--- src/verilog/pmsc_pkg.sv ---
// Constants shared by the statistics engine: command codes, status codes, sizes and sample timing.
// Assumes one 25 MHz clock; no software-visible registers exist.
`default_nettype none

package pmsc_pkg;

	// ************************************************************
	// Sizes
	// ************************************************************
	localparam int NUM_OBS  = 4;                 // Observables with statistics
	localparam int OBS_W    = 16;                // Width of one observable value
	localparam int IDX_W    = 2;                 // Width of an observable index
	localparam int AVG_SHIFT = 3;                // Averaging weight of a new sample, 1/8

	// ************************************************************
	// Command codes
	// ************************************************************
	localparam logic [15:0] CMD_FEAT_QUERY  = 16'h0042; // General feature list
	localparam logic [15:0] CMD_PM_MODE     = 16'h0200; // Select independent or linked mode
	localparam logic [15:0] CMD_PM_FEATURES = 16'h0201; // Monitoring feature list
	localparam logic [15:0] CMD_PM_READ     = 16'h0210; // Read all observables
	localparam logic [15:0] CMD_PM_CLEAR    = 16'h0211; // Clear command-path statistics

	// ************************************************************
	// Answers
	// ************************************************************
	localparam logic [7:0]  ST_OK       = 8'h01;
	localparam logic [7:0]  ST_BAD_CMD  = 8'h02;
	localparam logic [15:0] FEAT_WORD   = 16'h0001; // Monitoring supported
	localparam logic [15:0] PM_FEAT_WORD = 16'h000f; // One bit per observable with statistics
	localparam logic        MODE_INDEP  = 1'b0;
	localparam logic        MODE_LINKED = 1'b1;
	localparam int          MODE_ARG_BIT = 0;      // Argument bit that carries the mode

	// ************************************************************
	// Sample tick
	// ************************************************************
	localparam int CLK_MHZ        = 25;
	localparam int TICK_PERIOD_US = 10;            // Time between two statistics samples
	localparam int TICK_CYC       = TICK_PERIOD_US * CLK_MHZ;
	localparam int TICK_W         = 8;
	localparam logic [TICK_W-1:0] TICK_LAST = TICK_W'(TICK_CYC - 1);

	localparam logic [15:0] MIN_RESET = 16'hffff;  // Empty minimum
	localparam logic [15:0] MAX_RESET = 16'h0000;  // Empty maximum

endpackage : pmsc_pkg

`default_nettype wire

--- src/verilog/pmsc_engine.sv ---
// Performance-monitoring statistics engine with a polled command channel and a flag-based monitor path.
// Assumes command requests and observable samples come from logic on REF_CLK; restart arrives on a pin.
//
// Contract
// - Feature-query commands are answered with the supported feature lists.
// - One read command returns every observable; statistics come only by host polling.
// - The command path raises no alarm indications; flags belong to the monitor path.
// - Both paths may run together over overlapping observables.
// - After reset the mode is independent.
// - A mode command selects independent or linked collection at runtime.
// - Every module restart returns the mode to independent.
// - Any mode change clears every statistics result; the current value cur_v is left as it was.
// - Independent mode keeps two data sets; clearing one leaves the other untouched.
// - Linked mode keeps one shared data set returned through both paths.
// - Linked mode clears the shared set on either path's clear.
`timescale 1ns/1ps
`default_nettype none

module pmsc_engine (
	// Clock and reset
	input  wire logic                                     REF_CLK,
	input  wire logic                                     RST,
	// Module restart pin, high requests a restart
	input  wire logic                                     RESTART_PIN,
	// Observable samples, observable i in bits [16*i +: 16]
	input  wire logic [pmsc_pkg::NUM_OBS*pmsc_pkg::OBS_W-1:0] OBS_SAMPLE,
	// Command-message channel request
	input  wire logic                                     CMD_VALID,
	output logic                                          CMD_READY,
	input  wire logic [15:0]                              CMD_CODE,
	input  wire logic [7:0]                               CMD_ARG,
	// Command-message channel answer
	output logic                                          RSP_VALID,
	output logic                                          RSP_LAST,
	output logic [7:0]                                    RSP_STATUS,
	output logic [15:0]                                   RSP_WORD,
	output logic [pmsc_pkg::IDX_W-1:0]                    RSP_INDEX,
	output logic [15:0]                                   RSP_MIN,
	output logic [15:0]                                   RSP_AVG,
	output logic [15:0]                                   RSP_MAX,
	output logic [15:0]                                   RSP_CUR,
	// Flag-based monitor path
	input  wire logic                                     FLAG_RD,
	input  wire logic [pmsc_pkg::IDX_W-1:0]               FLAG_IDX,
	input  wire logic                                     FLAG_CLR,
	output logic                                          FLAG_RD_VALID,
	output logic [15:0]                                   FLAG_MIN,
	output logic [15:0]                                   FLAG_AVG,
	output logic [15:0]                                   FLAG_MAX,
	output logic [15:0]                                   FLAG_CUR,
	// Current mode
	output logic                                          LINKED_MODE
);

	localparam int BUS_W = pmsc_pkg::NUM_OBS * pmsc_pkg::OBS_W;

	typedef enum logic {ST_IDLE, ST_STREAM} pmsc_state_t;

	// ************************************************************
	// Helpers
	// ************************************************************
	// Pick one observable's value out of a flattened bus
	function automatic logic [15:0] pick(input logic [BUS_W-1:0] bus, input logic [pmsc_pkg::IDX_W-1:0] idx);
		pick = bus[idx*pmsc_pkg::OBS_W +: pmsc_pkg::OBS_W];
	endfunction : pick

	pmsc_state_t               state_r;
	pmsc_state_t               state_nxt;
	logic [pmsc_pkg::IDX_W-1:0] idx_r;
	logic [pmsc_pkg::TICK_W-1:0] tick_cnt_r;
	logic                      mode_r;
	logic                      mode_nxt;
	logic                      restart_lvl;
	logic                      restart_q_r;
	logic                      restart_evt;
	logic                      tick;
	logic                      cmd_take;
	logic                      is_mode;
	logic                      is_read;
	logic                      is_clear;
	logic                      is_feat;
	logic                      is_pmfeat;
	logic                      mode_change;
	logic                      clear_all;
	logic                      clr_a;
	logic                      clr_b;
	logic [BUS_W-1:0]          min_a;
	logic [BUS_W-1:0]          avg_a;
	logic [BUS_W-1:0]          max_a;
	logic [BUS_W-1:0]          cur_a;
	logic [BUS_W-1:0]          min_b;
	logic [BUS_W-1:0]          avg_b;
	logic [BUS_W-1:0]          max_b;
	logic [BUS_W-1:0]          cur_b;
	logic [BUS_W-1:0]          fmin_bus;
	logic [BUS_W-1:0]          favg_bus;
	logic [BUS_W-1:0]          fmax_bus;
	logic [BUS_W-1:0]          fcur_bus;

	// ************************************************************
	// Restart pin and sample tick
	// ************************************************************
	pmsc_sync u_restart_sync (
		.clk   (REF_CLK),
		.rst   (RST),
		.pin   (RESTART_PIN),
		.level (restart_lvl)
	);

	// Rising edge of the agreed restart level
	assign restart_evt = restart_lvl & ~restart_q_r;
	assign tick        = (tick_cnt_r == pmsc_pkg::TICK_LAST);

	// Fixed sample divider and restart edge memory
	always_ff @(posedge REF_CLK or posedge RST) begin
		if (RST) begin
			tick_cnt_r  <= '0;
			restart_q_r <= 1'b0;
		end else begin
			tick_cnt_r  <= tick ? '0 : tick_cnt_r + 1'b1;
			restart_q_r <= restart_lvl;
		end
	end

	// ************************************************************
	// Command decode
	// ************************************************************
	assign CMD_READY = (state_r == ST_IDLE);
	assign cmd_take  = CMD_VALID & CMD_READY;
	assign is_mode   = (CMD_CODE == pmsc_pkg::CMD_PM_MODE);
	assign is_read   = (CMD_CODE == pmsc_pkg::CMD_PM_READ);
	assign is_clear  = (CMD_CODE == pmsc_pkg::CMD_PM_CLEAR);
	assign is_feat   = (CMD_CODE == pmsc_pkg::CMD_FEAT_QUERY);
	assign is_pmfeat = (CMD_CODE == pmsc_pkg::CMD_PM_FEATURES);

	// ************************************************************
	// Mode selection and clearing
	// ************************************************************
	// Restart forces independent; a mode command only counts when it changes the mode
	assign mode_nxt    = restart_evt ? pmsc_pkg::MODE_INDEP :
	                     (cmd_take & is_mode) ? CMD_ARG[pmsc_pkg::MODE_ARG_BIT] : mode_r;
	assign mode_change = (mode_nxt != mode_r);
	assign clear_all   = mode_change | restart_evt;
	// Set A serves commands, and both paths when linked; set B serves flags when independent
	assign clr_a = clear_all | (cmd_take & is_clear) | (mode_r & FLAG_CLR);
	assign clr_b = clear_all | (~mode_r & FLAG_CLR);

	// Mode register, independent out of reset
	always_ff @(posedge REF_CLK or posedge RST) begin
		if (RST) begin
			mode_r <= pmsc_pkg::MODE_INDEP;
		end else begin
			mode_r <= mode_nxt;
		end
	end

	assign LINKED_MODE = mode_r;

	// ************************************************************
	// Two statistics sets per observable
	// ************************************************************
	// Both sets sample every observable, so the paths run side by side
	for (genvar g = 0; g < pmsc_pkg::NUM_OBS; g++) begin : g_obs
		pmsc_stats u_set_a (
			.clk    (REF_CLK),
			.rst    (RST),
			.tick   (tick),
			.clr    (clr_a),
			.sample (OBS_SAMPLE[g*pmsc_pkg::OBS_W +: pmsc_pkg::OBS_W]),
			.min_v  (min_a[g*pmsc_pkg::OBS_W +: pmsc_pkg::OBS_W]),
			.avg_v  (avg_a[g*pmsc_pkg::OBS_W +: pmsc_pkg::OBS_W]),
			.max_v  (max_a[g*pmsc_pkg::OBS_W +: pmsc_pkg::OBS_W]),
			.cur_v  (cur_a[g*pmsc_pkg::OBS_W +: pmsc_pkg::OBS_W])
		);
		pmsc_stats u_set_b (
			.clk    (REF_CLK),
			.rst    (RST),
			.tick   (tick),
			.clr    (clr_b),
			.sample (OBS_SAMPLE[g*pmsc_pkg::OBS_W +: pmsc_pkg::OBS_W]),
			.min_v  (min_b[g*pmsc_pkg::OBS_W +: pmsc_pkg::OBS_W]),
			.avg_v  (avg_b[g*pmsc_pkg::OBS_W +: pmsc_pkg::OBS_W]),
			.max_v  (max_b[g*pmsc_pkg::OBS_W +: pmsc_pkg::OBS_W]),
			.cur_v  (cur_b[g*pmsc_pkg::OBS_W +: pmsc_pkg::OBS_W])
		);
	end

	// Flag path reads the shared set when linked
	assign fmin_bus = mode_r ? min_a : min_b;
	assign favg_bus = mode_r ? avg_a : avg_b;
	assign fmax_bus = mode_r ? max_a : max_b;
	assign fcur_bus = mode_r ? cur_a : cur_b;

	// ************************************************************
	// Command answer state machine
	// ************************************************************
	// A read streams one answer per observable, back to back
	always_comb begin
		state_nxt = state_r;
		case (state_r)
			ST_IDLE: begin
				if (cmd_take && is_read) begin
					state_nxt = ST_STREAM;
				end
			end
			ST_STREAM: begin
				if (idx_r == pmsc_pkg::IDX_W'(pmsc_pkg::NUM_OBS - 1)) begin
					state_nxt = ST_IDLE;
				end
			end
			default: begin
				state_nxt = ST_IDLE;
			end
		endcase
	end

	// Answer registers; statistics leave only on a poll, never as an alarm
	always_ff @(posedge REF_CLK or posedge RST) begin
		if (RST) begin
			state_r    <= ST_IDLE;
			idx_r      <= '0;
			RSP_VALID  <= 1'b0;
			RSP_LAST   <= 1'b0;
			RSP_STATUS <= 8'h00;
			RSP_WORD   <= 16'h0000;
			RSP_INDEX  <= '0;
			RSP_MIN    <= 16'h0000;
			RSP_AVG    <= 16'h0000;
			RSP_MAX    <= 16'h0000;
			RSP_CUR    <= 16'h0000;
		end else begin
			state_r   <= state_nxt;
			RSP_VALID <= 1'b0;
			RSP_LAST  <= 1'b0;
			if (state_r == ST_STREAM) begin
				RSP_VALID  <= 1'b1;
				RSP_LAST   <= (idx_r == pmsc_pkg::IDX_W'(pmsc_pkg::NUM_OBS - 1));
				RSP_STATUS <= pmsc_pkg::ST_OK;
				RSP_INDEX  <= idx_r;
				RSP_MIN    <= pick(min_a, idx_r);
				RSP_AVG    <= pick(avg_a, idx_r);
				RSP_MAX    <= pick(max_a, idx_r);
				RSP_CUR    <= pick(cur_a, idx_r);
				idx_r      <= idx_r + 1'b1;
			end else if (cmd_take && !is_read) begin
				RSP_VALID  <= 1'b1;
				RSP_LAST   <= 1'b1;
				RSP_STATUS <= (is_mode | is_clear | is_feat | is_pmfeat) ? pmsc_pkg::ST_OK : pmsc_pkg::ST_BAD_CMD;
				RSP_WORD   <= is_feat ? pmsc_pkg::FEAT_WORD :
				              is_pmfeat ? pmsc_pkg::PM_FEAT_WORD : 16'h0000;
				idx_r      <= '0;
			end
		end
	end

	// ************************************************************
	// Flag path read port
	// ************************************************************
	always_ff @(posedge REF_CLK or posedge RST) begin
		if (RST) begin
			FLAG_RD_VALID <= 1'b0;
			FLAG_MIN      <= 16'h0000;
			FLAG_AVG      <= 16'h0000;
			FLAG_MAX      <= 16'h0000;
			FLAG_CUR      <= 16'h0000;
		end else begin
			FLAG_RD_VALID <= FLAG_RD;
			if (FLAG_RD) begin
				FLAG_MIN <= pick(fmin_bus, FLAG_IDX);
				FLAG_AVG <= pick(favg_bus, FLAG_IDX);
				FLAG_MAX <= pick(fmax_bus, FLAG_IDX);
				FLAG_CUR <= pick(fcur_bus, FLAG_IDX);
			end
		end
	end
endmodule : pmsc_engine

`default_nettype wire

--- src/verilog/pmsc_stats.sv ---
// One statistics set for one observable: minimum, running average, maximum and current value.
// Assumes tick is a one-cycle pulse and clr a one-cycle pulse on the same clock.
`timescale 1ns/1ps
`default_nettype none

module pmsc_stats (
	// Clock and reset
	input  wire logic        clk,
	input  wire logic        rst,
	// Control
	input  wire logic        tick,
	input  wire logic        clr,
	input  wire logic [15:0] sample,
	// Results
	output var  logic [15:0] min_v,
	output var  logic [15:0] avg_v,
	output var  logic [15:0] max_v,
	output var  logic [15:0] cur_v
);

	logic               have_r;
	logic signed [16:0] diff;
	logic signed [16:0] avg_sum;
	logic        [15:0] avg_nxt;

	// Running average: first sample loads, later ones move it by a fraction
	assign diff    = $signed({1'b0, sample}) - $signed({1'b0, avg_v});
	assign avg_sum = $signed({1'b0, avg_v}) + (diff >>> pmsc_pkg::AVG_SHIFT);
	assign avg_nxt = have_r ? avg_sum[15:0] : sample;

	// ************************************************************
	// Accumulators; a clear wins over a sample in the same cycle
	// ************************************************************
	always_ff @(posedge clk or posedge rst) begin
		if (rst) begin
			have_r <= 1'b0;
			min_v  <= pmsc_pkg::MIN_RESET;
			max_v  <= pmsc_pkg::MAX_RESET;
			avg_v  <= 16'h0000;
			cur_v  <= 16'h0000;
		end else if (clr) begin
			have_r <= 1'b0;
			min_v  <= pmsc_pkg::MIN_RESET;
			max_v  <= pmsc_pkg::MAX_RESET;
			avg_v  <= 16'h0000;
		end else if (tick) begin
			have_r <= 1'b1;
			cur_v  <= sample;
			avg_v  <= avg_nxt;
			if (sample < min_v) begin
				min_v <= sample;
			end
			if (sample > max_v) begin
				max_v <= sample;
			end
		end
	end

endmodule : pmsc_stats

`default_nettype wire

--- src/verilog/pmsc_sync.sv ---
// Three-stage synchroniser for a pin level.
// Assumes the pin is asynchronous to clk; the output changes once stages two and three agree.
`timescale 1ns/1ps
`default_nettype none

module pmsc_sync (
	// Clock and reset
	input  wire logic clk,
	input  wire logic rst,
	// Pin and result
	input  wire logic pin,
	output var  logic level
);

	logic s1_r;
	logic s2_r;
	logic s3_r;

	// ************************************************************
	// Synchroniser chain and agreement filter
	// ************************************************************
	always_ff @(posedge clk or posedge rst) begin
		if (rst) begin
			s1_r  <= 1'b0;
			s2_r  <= 1'b0;
			s3_r  <= 1'b0;
			level <= 1'b0;
		end else begin
			s1_r <= pin;
			s2_r <= s1_r;
			s3_r <= s2_r;
			if (s2_r == s3_r) begin
				level <= s3_r;
			end
		end
	end

endmodule : pmsc_sync

`default_nettype wire
--- config.mk ---
export PLATFORM = sky130hd
export DESIGN_NAME = pmsc_engine
export DESIGN_NICKNAME = d
export VERILOG_FILES = /design/src/verilog/pmsc_pkg.sv /design/src/verilog/pmsc_engine.sv /design/src/verilog/pmsc_stats.sv /design/src/verilog/pmsc_sync.sv
export SDC_FILE = /design/constraint.sdc
export NUM_CORES = 2
export LEC_CHECK = 0
export BUFFER_PORTS_ARGS = -buffer_cell sky130_fd_sc_hd__buf_2
export CAP_MARGIN = 40
export CORE_ASPECT_RATIO = 1.2
export CORE_UTILIZATION = 50
export CTS_BUF_LIST = sky130_fd_sc_hd__clkbuf_4
export CTS_CLUSTER_SIZE = 20
export DETAILED_ROUTE_END_ITERATION = 6
export HOLD_SLACK_MARGIN = 0.1
export PLACE_DENSITY_LB_ADDON = 0.15
export SYNTH_ARGS = -nofsm -noshare
export SYNTH_HDL_FRONTEND = slang
export SYNTH_HIERARCHICAL = 1
export SYNTH_SLANG_ARGS = --single-unit
--- constraint.sdc ---
create_clock -name REF_CLK -period 5.2 [get_ports REF_CLK]
set_clock_uncertainty 0.15 [all_clocks]
set_input_delay 0.78 -clock REF_CLK [delete_from_list [all_inputs] [get_ports REF_CLK]]
set_output_delay 0.78 -clock REF_CLK [all_outputs]
set_load 0.005 [all_outputs]
==> results.py <==
metrics = {
    "outcome": {
        "run_status": "completed",
    },
    "critical_path": {
        "critPathRequiredTime_ps": 6120,
        "startpoint_of_the_worst_setup_timing_path": "g_obs[3].u_set_a/avg_v[1]",
        "worstSetupPathType": "flip-flop to flip-flop",
        "worst-path-max-fanout": 6,
        "crit_arrival_ps": 5270,
        "worstSetupStartpointType": "flip-flop",
        "critPathCaptureType": "flip-flop",
        "r2r-start": "g_obs[3].u_set_a/avg_v[1]",
    },
    "die": {
        "floorplan.initialDensity_pct": 50.4,
        "design.die.area_sq_um": 102000,
        "io_pins": 255,
        "placement_rows": 127,
        "floorplan.die.height_um": 350,
        "fp.coreArea_sq_um": 99800,
        "width_of_the_die_um": 292,
    },
    "timing": {
        "slew-limit-headroom_pct": 37.7,
        "setup_repair_after_global_routing_missed_its_margin": "no",
        "report.final.setup_viol": 0,
        "min_period_ps": 4350,
        "timing_worst_slew_pin_value_ps": 934,
        "finalHoldViolations": 0,
        "final_max_slew_viol_count": 0,
        "share_of_the_clock_period_used_by_the_worst_path_pct": 83.7,
        "fin_tns_setup_ps": 0,
        "clock.fmax_mhz": 230,
    },
    "worst_hold_path": {
        "min_path_type": "flip-flop to flip-flop",
        "hold_path_startpoint": "u_restart_sync/s1_r",
    },
    "global_routing": {
        "number_of_global_route_vias_before_repair": 39300,
        "grt_util_all_layers_pct": 32.5,
        "overflow": 0,
        "grt_first_pass_wirelength_mm": 247,
        "grt_max_degree": 109,
        "antenna_found_initial": 10,
    },
    "clock_network": {
        "clock_path_buffers": 3,
        "cts-buffers-inserted": 183,
        "tritoncts": "built",
        "htree_num_levels": 4,
        "cts.clk_slew.worst_paths_ps": 80,
        "worst_skew_pair.late_latency_ps": 1210,
        "cts_root_buf": "clkbuf_4",
        "cts_resized": 0,
        "clock-sinks": 674,
    },
    "synthesis": {
        "postSynthCellCount": 4914,
        "synthesis.area_per_instance_sq_um": 10.2,
        "synth_seq_area_share_pct": 33.8,
        "ys_dominant_reg_cell": "dfrtp_1",
        "synth.top_cells.by_count": "nor2_1, dfrtp_1, ha_1",
        "postSynth.asyncResetShare_pct": 100,
        "post_synthesis_instance_area_sq_um": 50300,
        "synth.area.top_cells": "dfrtp_1, ha_1, mux4_2",
        "synth.ff_latch_count": 674,
        "synth.most_common_cell": "nor2_1",
        "number_of_enable_type_register_cells_in_the_synthesized_netlist": 0,
        "post-synth-top-area-cell": "dfrtp_1",
        "yosys.area.top_type_share_pct": 27.2,
        "yosys_warnings": 6,
        "netlist-cell-type-count": 86,
    },
    "route": {
        "wl_per_cell_um": 24.6,
        "detail_route.first_pass.iterations": 6,
        "totalWireLength_mm": 166,
        "via_count": 40500,
        "drt.antenna.violating_nets": 0,
        "remaining_drc_errors": 0,
        "dr.first_iter.drc_count": 3491,
        "route.detailed.vias_per_inst": 6.00,
    },
    "flow_run": {
        "max-cap-violations": 0,
    },
    "power": {
        "power.density_cell_area_nw_per_um2": 215,
        "cellLeakagePower_nw": 26.4,
        "ir_worst_vdd_uv": 229,
    },
    "placement": {
        "port-buffer-count": 229,
        "routabilityCongestion": 0.916,
        "placedCellCount": 6321,
        "dp.final_hpwl_mm": 125,
        "post_dp_cell_area_sq_um": 53000,
    },
    "final_layout": {
        "drive_above_1_share_pct": 22.8,
        "finalNetCount": 5915,
        "final_design_area_no_fill_sq_um": 56400,
        "finish.cell_count_without_fillers": 6747,
        "synthToLayoutAreaGrowth_pct": 12.0,
    },
}
[stage by stage]
| step | power (mW) | hold slack [ps] | utilization, % | worst slack [ps] |
|---|---|---|---|---|
| global placement | 7.07 | 186 | 52.8 | 572 |
| global route | 12.6 | 173 | 56.5 | 564 |
| detailed placement | 7.10 | 185 | 53.1 | 549 |
| floorplan | 6.50 | 181 | - | 234 |
| CTS | 12.2 | 116 | 56.5 | 917 |
| finish | 12.1 | 198 | 56.5 | 848 |
[where the power goes]
group | switching [mW] | internal [mW]
clock network | 2.50 | 2.54
logic | 1.13 | 0.639
registers | 0.0227 | 5.28
total | 3.65 | 8.46
[layout by cell type (no fill, tap or decap), types with 20 or more instances in the layout]
cell type        n
a211o_1         77
a211oi_1        90
a21o_1         123
a21oi_1        275
a31oi_1         46
buf_2          226
buf_4          101
clkbuf_4       287
clkinv_1        29
dfrtp_1        542
dfstp_2        128
dlygate4sd3_1   88
ha_1           507
inv_1          414
mux2_2         168
mux2i_1        344
mux4_2         192
nand2_1        153
nand2b_1        36
nand3_1         36
nand3b_1        23
nand4_1         64
nor2_1         661
nor2b_1         57
nor3_1          27
o21a_1          73
o21ai_0        122
o21ai_1         21
o21bai_1        20
xnor2_1        122
xor2_1          69
[worst paths after layout]
check / endpoint / slack [ps] / cells past startpoint
worst max-delay path: g_obs[3].u_set_a/avg_v[13] / 850 / 17
min in group asynchronous: FLAG_MIN[4] / 220 / 3
max in group asynchronous: g_obs[0].u_set_b/avg_v[2] / 3350 / 6
worst min-delay path: u_restart_sync/s2_r / 200 / 0
worst max register to register: g_obs[3].u_set_a/avg_v[13] / 850 / 17
worst min register to register: u_restart_sync/s2_r / 200 / 0
[layout make-up]
| type | instances | area, sq um |
|---|---|---|
| clock inverters | 45 | 280 |
| multi-input cells | 3586 | 30500 |
| well taps | 1290 | 1610 |
| repair buffers | 436 | 3200 |
| clock buffers | 287 | 2150 |
| diodes | 6 | 15.0 |
| flip-flops and latches | 674 | 17000 |
| fillers | 8902 | 43400 |
| inverters | 423 | 1590 |
[registers in the layout, indices dropped and copies added, names as in the netlist, 4 cells and up]
| name | cells |
|---|---|
| g_obs.u_set_b/have_r | 4 |
| FLAG_MIN | 16 |
| FLAG_CUR | 16 |
| FLAG_MAX | 16 |
| g_obs.u_set_b/avg_v | 64 |
| g_obs.u_set_b/max_v | 64 |
| RSP_MIN | 16 |
| RSP_AVG | 16 |
| g_obs.u_set_b/min_v | 64 |
| RSP_MAX | 16 |
| g_obs.u_set_a/have_r | 4 |
| g_obs.u_set_a/max_v | 64 |
| g_obs.u_set_b/cur_v | 64 |
| g_obs.u_set_a/avg_v | 64 |
| RSP_CUR | 16 |
| FLAG_AVG | 16 |
| g_obs.u_set_a/cur_v | 64 |
| tick_cnt_r | 8 |
| g_obs.u_set_a/min_v | 64 |
[critical path: stages (launching register included)]
cell and delay [ps]:
dfrtp_1 610, inv_1 90, ha_1 330, a2111oi_4 380, nor3b_4 130, o21a_1 200
nor2_1 150, nor2b_1 60, nor2_1 120, xnor2_1 80, ha_1 220, or3_1 390
nor3_1 220, o21ai_1 200, a311oi_1 410, xnor2_1 160, mux2i_1 90, a211oi_1 240
[timing repair]
| item | 4_1_cts | 5_1_grt |
|---|---|---|
| setup buffers | 0 | 0 |
| hold endpoints to repair | 776 | 0 |
| hold buffers | 88 | 0 |
[kinds of logic after synthesis]
kind of cell | synth area share, %
and+or+nand+nor | 10.8
AOI/OAI and AO/OA | 14.0
muxes | 19.2
DFF | 33.8
buffers and inverters | 5.83
adders and majority gates | 12.9
xor gates and xnor gates | 3.45
other | 0.00745
[layer usage]
layer / routed length, um / up-vias / part of all wire [%] / GRT usage (%)
met5: 0 / - / 0 / 0
met1: 70900 / 20100 / 43 / 43.8
li1: - / 18600 / - / -
met4: 9070 / 0 / 5.5 / 16.8
met3: 12700 / 322 / 7.6 / 6.52
met2: 73500 / 1522 / 44 / 49.7
Power figures use the tool's default switching activity.
